**config.mk**
```make
export PLATFORM = sky130hd
export DESIGN_NAME = angle_output_config_regs
export DESIGN_NICKNAME = d
export VERILOG_FILES = /design/src/angle_output_pkg.sv /design/src/angle_output_config_regs.sv
export VERILOG_INCLUDE_DIRS = /design/src
export SDC_FILE = /design/constraint.sdc
export NUM_CORES = 2
export LEC_CHECK = 0
export ABC_CLOCK_PERIOD_IN_PS = 32700
export BUFFER_PORTS_ARGS = -buffer_cell sky130_fd_sc_hd__buf_2
export CORE_MARGIN = 3
export CORE_UTILIZATION = 60
export CTS_BUF_LIST = sky130_fd_sc_hd__clkbuf_16
export DETAILED_ROUTE_END_ITERATION = 7
export PLACE_DENSITY = 0.77
export SETUP_SLACK_MARGIN = 0.5
export SKIP_LAST_GASP = 1
export SYNTH_ARGS = -nofsm -noshare
export SYNTH_HDL_FRONTEND = slang
export SYNTH_SLANG_ARGS = --single-unit
```
**constraint.sdc**
```tcl
create_clock -name CLK_SYS -period 32.7 [get_ports CLK_SYS]
set_input_delay 1.635 -clock CLK_SYS [delete_from_list [all_inputs] [get_ports CLK_SYS]]
set_output_delay 1.635 -clock CLK_SYS [all_outputs]
set_load 0.05 [all_outputs]
```
**src/angle_output_cfg.svh**
```systemverilog
// constants for the angle output configuration block
`ifndef ANGLE_OUTPUT_CFG_SVH
`define ANGLE_OUTPUT_CFG_SVH
// ******************************
// register access
// ******************************
`define ADDR_W 8
`define REG_W 24
`define ADDR_ERR_MASK 8'h1A
`define ADDR_PWM_CTRL 8'h1B
`define MASK_RESET 24'h000000
`define MASK_WRITABLE 24'hDFFFFF
`define MASK_RSVD_BIT 21
`define MASK_CRC_BIT 22
`define MASK_IFACE_BIT 23
`define PWM_RESET 24'h670000
`define PWM_WRITABLE 24'hFF7000
// ******************************
// pwm control field positions
// ******************************
`define PEN_BIT 23
`define BAND_HI 22
`define BAND_LO 20
`define STEP_HI 19
`define STEP_LO 16
`define PHE_BIT 14
`define PEO_BIT 13
`define PES_BIT 12
// ******************************
// incremental outputs
// ******************************
`define ANGLE_W 14
`define RES_W 4
`define RES_MIN 4'h3
`define RES_MAX 4'hE
`define QUAD_SUB 4'h2
`define SECTORS 17'h00006
// ******************************
// pwm timing and duty
// ******************************
`define CLK_HZ_DEF 200000000
`define PWM_HYST_DEF 1
`define PERIOD_W 22
`define TAB_N 128
`define PWE_W 8
`define DUTY_BASE 64
`define DUTY_STEP 72
`define DUTY_DEN 1280
// carrier in hz, index is band times 16 plus step
`define PWM_STEP_SELECT_TABLE '{ \
 3125,3101,3077,3053,3030,3008,2985,2963,2941,2920,2899,2878,2857,2837,2817,2797, \
 2778,2740,2703,2667,2632,2597,2564,2532,2500,2469,2439,2410,2381,2353,2326,2299, \
 2273,2222,2174,2128,2083,2041,2000,1961,1923,1887,1852,1818,1786,1754,1724,1695, \
 1667,1613,1563,1515,1471,1429,1389,1351,1316,1282,1250,1220,1190,1163,1136,1111, \
 1087,1042,1000,962,926,893,862,833,806,781,758,735,714,694,676,658, \
 641,610,581,556,532,510,490,472,455,439,424,410,397,385,373,362, \
 352,333,316,301,287,275,263,253,243,234,225,217,210,203,197,191, \
 185,175,166,157,150,143,137,131,126,121,116,112,108,105,101,98}
`endif

```
**src/angle_output_pkg.sv**
```systemverilog
// types shared by the angle output configuration block
package angle_output_pkg;
`include "angle_output_cfg.svh"
  typedef logic [`PERIOD_W-1:0] period_t;
  typedef period_t period_tab_t [`TAB_N];
  typedef enum logic [3:0] {
    MODE_OFF = 4'h1,
    MODE_ANGLE = 4'h2,
    MODE_ERRDUTY = 4'h4,
    MODE_TRI = 4'h8
  } pwm_mode_t;
  typedef struct packed {
    logic wr;
    logic rd;
    logic [`ADDR_W-1:0] addr;
    logic [`REG_W-1:0] wdata;
  } reg_req_t;
  typedef struct packed {
    logic out_en;
    logic commut_sel;
    logic [`RES_W-1:0] res;
  } inc_cfg_t;
  typedef struct packed {
    logic [`REG_W-1:0] mask;
    logic [`REG_W-1:0] pwm_output_control;
    logic [`REG_W-1:0] rdata;
    logic sum_err;
    logic [2:0] inc_out;
    logic inc_oe;
    logic [`ANGLE_W-1:0] held;
    pwm_mode_t mode;
    period_t cnt;
    period_t period;
    period_t high;
    logic pwm_lvl;
    logic pwm_oe;
  } state_t;
endpackage

```
**src/angle_output_config_regs.sv**
```systemverilog
// error mask, pwm control and incremental output logic
// Operation
// enabled pins: quadrature if select 0, else commutation
// quadrature gives 2^(14-n) cycles per turn
// commutation gives n+1 pole pairs
// masked flags never set summary error bit
// 24 mask bits, bit 21 unused, reset zero
// bits 22,23 block checksum and interface errors
// pwm pin tristated until pwm enable set
// band and step pick carrier from table
// hysteresis applied to pwm value when enabled
// error response disabled means errors ignored
// style 0 tristates pwm on enabled error
// style 1 halves carrier, duty names error
// incremental pins inactive while enable is 0
// each error has fixed duty, oscillator five percent
// unused bits read zero, writes ignored
`timescale 1ns/100ps
`default_nettype none
`include "angle_output_cfg.svh"
module angle_output_config_regs #(
  parameter int unsigned CLK_HZ = `CLK_HZ_DEF,
  parameter int unsigned PWM_HYST = `PWM_HYST_DEF
) (
  input wire logic CLK_SYS,
  input wire logic RESETN,
  input wire logic CE,
  input wire angle_output_pkg::reg_req_t REG_REQ,
  output logic [`REG_W-1:0] REG_RDATA,
  input wire logic [`REG_W-1:0] ERROR_FLAGS,
  output logic SUMMARY_ERROR,
  input wire logic [`ANGLE_W-1:0] ANGLE,
  input wire angle_output_pkg::inc_cfg_t INC_CFG,
  output logic [2:0] INC_OUT,
  output logic INC_OE,
  input wire logic [`PWE_W-1:0] PWM_ERR_FLAGS,
  input wire logic [`PWE_W-1:0] PWM_ERR_EN,
  output logic PWM_OUT,
  output logic PWM_OE
);
  import angle_output_pkg::*;

  // ******************************
  // helper functions
  // ******************************
  // carrier period table built at elaboration
  function automatic period_tab_t build_tab();
    int unsigned f [`TAB_N];
    period_tab_t t;
    f = `PWM_STEP_SELECT_TABLE;
    for (int i = 0; i < `TAB_N; i++) begin
      t[i] = period_t'(CLK_HZ / f[i]);
    end
    return t;
  endfunction

  // quadrature pins {index, b, a}
  function automatic logic [2:0] quad_pins(logic [`ANGLE_W-1:0] a,
                                          logic [`RES_W-1:0] r);
    logic [`ANGLE_W-1:0] idx;
    idx = '0;
    // undefined codes keep the pins low
    if (r < `RES_MIN || r > `RES_MAX) begin
      return 3'h0;
    end
    idx = a >> (r - `QUAD_SUB);
    return {idx == '0, idx[1] ^ idx[0], idx[1]};
  endfunction

  // commutation pins {w, v, u}
  function automatic logic [2:0] uvw_pins(logic [`ANGLE_W-1:0] a,
                                         logic [`RES_W-1:0] r);
    logic [`ANGLE_W-1:0] e;
    logic [16:0] s;
    // electrical angle wraps n+1 times per turn
    e = `ANGLE_W'(19'(a) * 19'({1'b0, r} + 5'h01));
    s = (17'(e) * `SECTORS) >> `ANGLE_W;
    case (s[2:0])
      3'h0: return 3'h1;
      3'h1: return 3'h3;
      3'h2: return 3'h2;
      3'h3: return 3'h6;
      3'h4: return 3'h4;
      default: return 3'h5;
    endcase
  endfunction

  // lowest enabled error wins
  function automatic logic [2:0] err_pick(logic [`PWE_W-1:0] h);
    logic [2:0] k;
    k = 3'h0;
    for (int i = `PWE_W - 1; i >= 0; i--) begin
      if (h[i]) begin
        k = 3'(i);
      end
    end
    return k;
  endfunction

  // ******************************
  // state and helpers
  // ******************************
  localparam period_tab_t BASE_TAB = build_tab();
  state_t s_reg; // all state
  state_t s_next; // next state
  logic [`REG_W-1:0] gated; // unmasked flags
  logic [`PWE_W-1:0] err_hit; // enabled pwm errors
  period_t base; // carrier period now
  logic wrap; // last cycle of period
  pwm_mode_t mode_now; // pwm mode this cycle

  // per flag mask gating
  for (genvar g = 0; g < `REG_W; g++) begin : gate_gen
    assign gated[g] = ERROR_FLAGS[g] & ~s_reg.mask[g];
  end

  assign err_hit = PWM_ERR_FLAGS & PWM_ERR_EN;
  // table lookup by band and step
  assign base = BASE_TAB[{s_reg.pwm_output_control[`BAND_HI:`BAND_LO],
                          s_reg.pwm_output_control[`STEP_HI:`STEP_LO]}];
  assign wrap = s_reg.cnt >= s_reg.period - period_t'(1);

  // pwm mode from enable and error settings
  always_comb begin
    if (!s_reg.pwm_output_control[`PEN_BIT]) begin
      mode_now = MODE_OFF;
    end else if (s_reg.pwm_output_control[`PEO_BIT] && |err_hit) begin
      mode_now = s_reg.pwm_output_control[`PES_BIT] ? MODE_ERRDUTY : MODE_TRI;
    end else begin
      mode_now = MODE_ANGLE;
    end
  end

  // ******************************
  // next state
  // ******************************
  always_comb begin
    logic [`ANGLE_W-1:0] diff;
    logic [9:0] dnum;
    period_t per;
    diff = '0;
    dnum = '0;
    per = '0;
    s_next = s_reg;
    if (CE) begin
      // register writes
      if (REG_REQ.wr && REG_REQ.addr == `ADDR_ERR_MASK) begin
        s_next.mask = REG_REQ.wdata & `MASK_WRITABLE;
      end
      if (REG_REQ.wr && REG_REQ.addr == `ADDR_PWM_CTRL) begin
        s_next.pwm_output_control = REG_REQ.wdata & `PWM_WRITABLE;
      end
      // register reads, unmapped reads zero
      if (REG_REQ.rd) begin
        case (REG_REQ.addr)
          `ADDR_ERR_MASK: s_next.rdata = s_reg.mask;
          `ADDR_PWM_CTRL: s_next.rdata = s_reg.pwm_output_control;
          default: s_next.rdata = '0;
        endcase
      end
      // summary error, reserved position never counts
      s_next.sum_err = |(gated & `MASK_WRITABLE);
      // incremental pins
      if (!INC_CFG.out_en) begin
        s_next.inc_out = 3'h0;
        s_next.inc_oe = 1'b0;
      end else begin
        s_next.inc_oe = 1'b1;
        s_next.inc_out = INC_CFG.commut_sel ? uvw_pins(ANGLE, INC_CFG.res)
                                            : quad_pins(ANGLE, INC_CFG.res);
      end
      // value hysteresis
      diff = (ANGLE > s_reg.held) ? ANGLE - s_reg.held : s_reg.held - ANGLE;
      if (!s_reg.pwm_output_control[`PHE_BIT] || diff > `ANGLE_W'(PWM_HYST)) begin
        s_next.held = ANGLE;
      end
      s_next.mode = mode_now;
      // carrier counter
      if (wrap) begin
        s_next.cnt = '0;
        if (mode_now == MODE_ERRDUTY) begin
          per = period_t'({base, 1'b0});
          dnum = 10'(`DUTY_BASE + `DUTY_STEP * err_pick(err_hit));
          s_next.high = period_t'((64'(per) * 64'(dnum)) / `DUTY_DEN);
        end else begin
          per = base;
          s_next.high = period_t'((64'(per) * 64'(s_reg.held)) >> `ANGLE_W);
        end
        s_next.period = per;
      end else begin
        s_next.cnt = s_reg.cnt + period_t'(1);
      end
      s_next.pwm_lvl = s_next.cnt < s_next.high;
      // drive only in angle or duty signalling modes
      s_next.pwm_oe = (mode_now == MODE_ANGLE) || (mode_now == MODE_ERRDUTY);
    end
  end

  // ******************************
  // state register
  // ******************************
  always_ff @(posedge CLK_SYS or negedge RESETN) begin
    if (!RESETN) begin
      s_reg <= '{mask: `MASK_RESET, pwm_output_control: `PWM_RESET, mode: MODE_OFF,
                 period: period_t'(1), default: '0};
    end else begin
      s_reg <= s_next;
    end
  end

  assign REG_RDATA = s_reg.rdata;
  assign SUMMARY_ERROR = s_reg.sum_err;
  assign INC_OUT = s_reg.inc_out;
  assign INC_OE = s_reg.inc_oe;
  assign PWM_OUT = s_reg.pwm_lvl;
  assign PWM_OE = s_reg.pwm_oe;
endmodule
`default_nettype wire

```
After elaboration in Yosys (flattened, before gate mapping)
Memories as Yosys holds them, arrays and structs flattened.
Cells that the tools add are included.
Word-level totals
  register bits after elaboration: 145
  memory bits (read-only): 2816
  input port bits: 97
  memories: 1
Memories
  (no name shown): words 128, width 22, rd ports 1, clocked after Yosys merged registers in 0, write ports 0, RTL line angle_output_config_regs.sv:119  | assign base = BASE_TAB[{s_reg.pwm_output_control[`BAND_HI:`BAND_LO],
Cells by class
  add/subtract/negate cells: 7
  $mul: 5
  div/mod/pow operators: 1
  magnitude comparators: 7
  equality and inequality tests: 9
  shifts and indexed selects: 1
  mux-type cells: 32
  bitwise operators: 49
  reduce and logical (&&, ||, !) cells: 16
Operators by type and width (count)
  $mux 22: 6
  $mux 44: 2
  $div 32x11->64 const B: 1
  $pmux 24 s2: 1
  $mux 3: 14
  $mul 22x14->36: 1
  $mul 21x10->31: 1
  $sub 14x14->14: 2
  $and 1x1->1: 23
  $not 1->1: 23
  $reduce_or 23->1: 1
  $add 22x1->22 const B: 1
  $ge 22x22->1: 1
  $lt 22x22->1: 1
  $sub 22x1->22 const B: 1
  $eq 8x5->1 const B: 2
  $mul 14x2->16 const B: 1
  $mux 4: 4
  $pmux 3 s5: 1
  $gt 14x1->1 const B: 1
  $gt 14x14->1: 1
  $logic_not 14->1: 1
  $mul 14x5->14: 1
  $mux 14: 1
  other kinds (24): 35

Depth between registers and ports, before layout
  depth in word-level cells: 20
  depth in mapped cells: 110

Worst setup path after synthesis
OpenSTA, ideal clock, no wires.
  path type: input port to flip-flop
  from: in PWM_ERR_FLAGS[6]
  to: reg s_reg (netlist bit PWM_OUT)
  library setup time: 127 ps
  data arrival time: 23504 ps
  data required time: 32573 ps
  path slack: 9070 ps
  stages: 96
  buffers on the path: 12
  path through: nand2_1 > a32o_1 > a22oi_1 > a21oi_1 > o21ai_1 > inv_1 > clkbuf_1 > ha_1 > xor2_1 > clkbuf_1 > and2_1 > fa_1 > fa_1 > inv_1 > fa_1 > inv_1 > fa_1 > ha_1 > (+60 left out) > and4_1 > nand4bb_1 > clkbuf_1 > or2_1 > buf_2 > a21oi_2 > or4b_4 > nor2_1 > a21oi_1 > mux2i_1 > ha_1 > a21oi_1 > nor2b_1 > o21ai_0 > nand2b_1 > a21oi_1 > o221ai_1 > a21oi_1
Between the ends
  longest elaborated chain between the ends: 19
Ends and longest elaborated chain
  start, declared: RTL line angle_output_config_regs.sv:36  | input wire logic [`PWE_W-1:0] PWM_ERR_FLAGS,
  $and 8x8->8 *: RTL line angle_output_config_regs.sv:117  | assign err_hit = PWM_ERR_FLAGS & PWM_ERR_EN;
  $mux 3 (7 in series): RTL line angle_output_config_regs.sv:93  | if (h[i]) begin
  $mux 3: RTL line angle_output_config_regs.sv:181  | if (mode_now == MODE_ERRDUTY) begin
  $mux 3: RTL line angle_output_config_regs.sv:179  | if (wrap) begin
  $mux 3: RTL line angle_output_config_regs.sv:145  | if (CE) begin
  $mul 4x3->7 (no source line)
  $add 7x10->10 (no source line)
  $mul 21x10->31: RTL line angle_output_config_regs.sv:184  | s_next.high = period_t'((64'(per) * 64'(dnum)) / `DUTY_DEN);
  $div 32x11->64 (no source line)
  $mux 22 *: RTL line angle_output_config_regs.sv:181
  $mux 44 *: RTL line angle_output_config_regs.sv:179
  $mux 44 *: RTL line angle_output_config_regs.sv:145
  $lt 22x22->1 *: RTL line angle_output_config_regs.sv:193  | s_next.pwm_lvl = s_next.cnt < s_next.high;
  end signal, assigned: RTL line angle_output_config_regs.sv:204  | s_reg <= '{mask: `MASK_RESET, pwm_output_control: `PWM_RESET, mode: MODE_OFF,
  end signal, assigned: RTL line angle_output_config_regs.sv:207  | s_reg <= s_next;
  end, declared: RTL line angle_output_config_regs.sv:104  | state_t s_reg;
Mark *: on every way between the ends. The rest lies on a longest branch, timed or not. The select of a mux whose other input is x is not followed.
A chain may end at the register's enable or synchronous reset.

Final worst setup path
Ends and elaborated chain as after synthesis.

==> results.py <==
metrics = {
    "yosys": {
        "synth_seq_area_share_pct": 9.49,
        "synth_top_family_by_area": "adder cells",
        "syn_avg_cell_area_um2": 7.86,
        "ys_types": 143,
        "synthMuxAreaShare_pct": 5.74,
        "synth-simple-area-share_pct": 23.1,
        "syn_nets": 5640,
        "yosysWarnings": 0,
        "synth-seq-cells": 145,
        "syn_area_um2": 38300,
        "synthFlopType": "dfrtp_1",
        "synth_edf_count": 0,
        "synth-compound-area-share_pct": 20.6,
        "synthAdderAreaFrac_pct": 28.8,
        "synth-async-reset-ratio_pct": 100,
        "synth_xor_xnor_area_share_pct": 4.33,
        "syn-instance-count": 4875,
    },
    "routing": {
        "wire_per_inst_um": 19.7,
        "drtPass1Iterations": 6,
        "ant_nets": 0,
        "drt-initial-drc-count": 3836,
        "post-route-drc-count": 0,
        "routed_wl_um": 111000,
        "vias_per_cell": 6.42,
        "vias": 36119,
    },
    "critical_path": {
        "slowest_stage": "xor2_2",
        "crit_fanout": 26,
        "worstSetupEndpointType": "register",
        "worst_path_most_repeated_cell": "a21oi_1",
        "required_ns": 33.08,
        "cp_slowest_stage_delay_ns": 0.70,
        "setup.worst_path.start": "PWM_ERR_FLAGS[6]",
        "timing.rr.start": "s_reg[131]",
        "timing.rr.end": "PWM_OUT",
        "r2r_slack_ns": 3.00,
        "crit_arrival_ns": 30.23,
        "path_class": "primary input to register",
        "cp-start-kind": "primary input",
        "reg2reg_depth": 82,
    },
    "cts": {
        "cts_tree": "built",
        "path_clk_slew_ns": 0.06,
        "hold_buffers": 0,
        "htree_levels": 4,
        "cts_buffers": 17,
        "cts_root_buf": "clkbuf_16",
        "clk_latency_ns": 0.46,
        "clock_sink_count": 145,
        "clk_path_buf_depth": 2,
    },
    "global_route": {
        "grt_pass1_wl_um": 181000,
        "grt_pass1_vias": 34891,
        "antenna_found_initial": 2,
        "grt-ovfl-total": 0,
        "globalRouteTotalUtil_pct": 32.9,
        "grt_start_max_net_pins": 92,
    },
    "floorplan": {
        "dieHeight_um": 259,
        "die_area_um2": 66900,
        "ios": 128,
        "fp.dieW_um": 259,
        "start_util_pct": 61.4,
        "rows": 91,
        "coreArea_um2": 62400,
    },
    "sta": {
        "worst_pin_slew_ns": 1.14,
        "finalCritPeriodShare_pct": 91.3,
        "finClkSkew_ns": 0.0122,
        "hold_violations": 0,
        "rsz0062_at_grt": "no",
        "relSlewSlack_pct": 24.0,
        "finalSetupViolCount": 0,
        "timing.fmax_ghz": 0.0335,
        "fin_tns_setup_ns": 0,
        "maxSlewViolCount": 0,
        "min_period_ns": 29.85,
    },
    "cells_and_area": {
        "regArea_um2": 3640,
        "drive_above_1_share_pct": 9.47,
        "area_growth_pct": 3.87,
        "multi_input_area_um2": 31800,
        "largest_reg_flops": 114,
        "fin_nets": 5544,
        "num-fill-cells": 5530,
    },
    "hold_path": {
        "hold_path_depth": 2,
        "min_from": "REG_RDATA[17]",
        "hold_class": "register to register",
        "min_to": "REG_RDATA[17]",
    },
    "place": {
        "port-buffer-count": 126,
        "hpwl_um": 84600,
        "gp_congestion": 0.994,
    },
    "job": {
        "cap_viol_max_count": 0,
    },
    "run_status": {
        "status": "completed",
    },
}
## synth_stat cells (78+ instances only)
| cell type | n | area share (%) |
|---|---|---|
| clkbuf_1 | 209 | 2.0 |
| nand2_1 | 587 | 5.8 |
| mux2_2 | 78 | 2.3 |
| and2_1 | 211 | 3.4 |
| fa_1 | 351 | 18 |
| ha_1 | 317 | 10 |
| inv_1 | 454 | 4.5 |
| a21oi_1 | 242 | 3.2 |
| xnor2_1 | 121 | 2.8 |
| nor2_1 | 342 | 3.4 |
| nand3_1 | 122 | 1.6 |
| nor3_1 | 120 | 1.6 |
| mux2i_1 | 91 | 2.4 |
| dfrtp_1 | 139 | 9.1 |
| o21ai_0 | 232 | 3.0 |
## area by class of cell
cell class,instances,share of cell area [%]
inverters,457,4.31
clock inverters,15,0.302
multi-input cells,3977,79.9
diodes,1,0.00629
flip-flops and latches,145,9.15
well taps,837,2.63
repair buffers,181,2.64
clock buffers,17,1.07
## cells by family (layout without fill, tap and decap cells)
| group | after synthesis | count (layout) |
|---|---|---|
| AO/OA/AOI/OAI | 1154 | 1154 |
| XOR/XNOR | 184 | 184 |
| adder cells (fa/ha/maj) | 672 | 672 |
| AND/OR/NAND/NOR | 1775 | 1775 |
| flip-flops | 145 | 145 |
| other | 0 | 1 |
| multiplexers | 192 | 192 |
| buffers and inverters | 753 | 670 |
## layout by cell type, fill, tap and decap left out, types with 15 or more instances in the layout
master	Yosys	routed
a21oi_2	8	15
nand2b_1	52	52
or3_1	43	43
clkbuf_16	0	17
o31ai_1	46	45
a21o_1	41	40
and2_1	211	211
nor2_1	342	342
o21ai_0	232	228
o211ai_1	53	53
buf_4	31	55
nand3_1	122	122
dfrtp_1	139	137
a31oi_1	64	63
ha_1	317	317
xor2_1	59	58
a22o_1	15	15
a211oi_1	46	46
or2_2	16	16
o21ai_1	34	34
nor4_1	33	33
a21oi_1	242	235
xnor2_1	121	121
nor3_1	120	118
fa_1	351	351
inv_1	454	456
nand2_1	587	586
mux2i_1	91	90
buf_2	37	125
mux2_2	78	78
o21a_1	56	56
nor2b_1	51	51
o211a_1	15	15
and3_1	34	33
o22ai_1	34	34
nand4_1	53	53
## per-layer routing
metal / GRT usage [%] / part of all wire [%] / up-vias
li1: - / - / 16849
met1: 44.2 / 42 / 17442
met2: 53.3 / 46 / 1595
met3: 7.17 / 9.3 / 231
met4: 10.4 / 3.1 / 2
met5: 0 / 0.011 / -
## stage by stage
stage	instances	setup WS [ns]	hold slack, ns	instance area (um^2)	utilization (%)
6_report	5630	2.85	0.478	39800	63.7
5_1_grt	5630	0.653	0.500	39800	63.7
4_1_cts	5629	2.60	0.483	39700	63.7
3_5_place_dp	5597	2.29	0.469	39200	62.8
3_3_place_gp	5597	2.84	0.457	39200	62.8
2_1_floorplan	4875	9.07	0.450	38300	-
## worst max-delay path, delay by kind of cell
kind                       cells  cell delay (ns)
AOI/OAI and AO/OA             34            11.26
muxes                          3             0.68
adders and majority gates      9             3.90
buffers and inverters          4             0.90
xor gates and xnor gates       1             0.70
and+or+nand+nor               32            11.05
## worst max-delay path by stage
stage | endpoint | slack (ns) | cells past startpoint
6_report | PWM_OUT | 2.85 | 83
5_1_grt | PWM_OUT | 0.65 | 83
4_1_cts | PWM_OUT | 2.60 | 86
3_5_place_dp | PWM_OUT | 2.29 | 86
3_3_place_gp | PWM_OUT | 2.84 | 85
2_1_floorplan | PWM_OUT | 9.07 | 96
## timing repair
item                       CTS  global route
gates resized for setup      0             5
setup endpoints to repair    0             2
buffers inserted             0             0
Power is not shown: default switching activity piles up to over one toggle a cycle in this logic, so the estimate is an artifact.
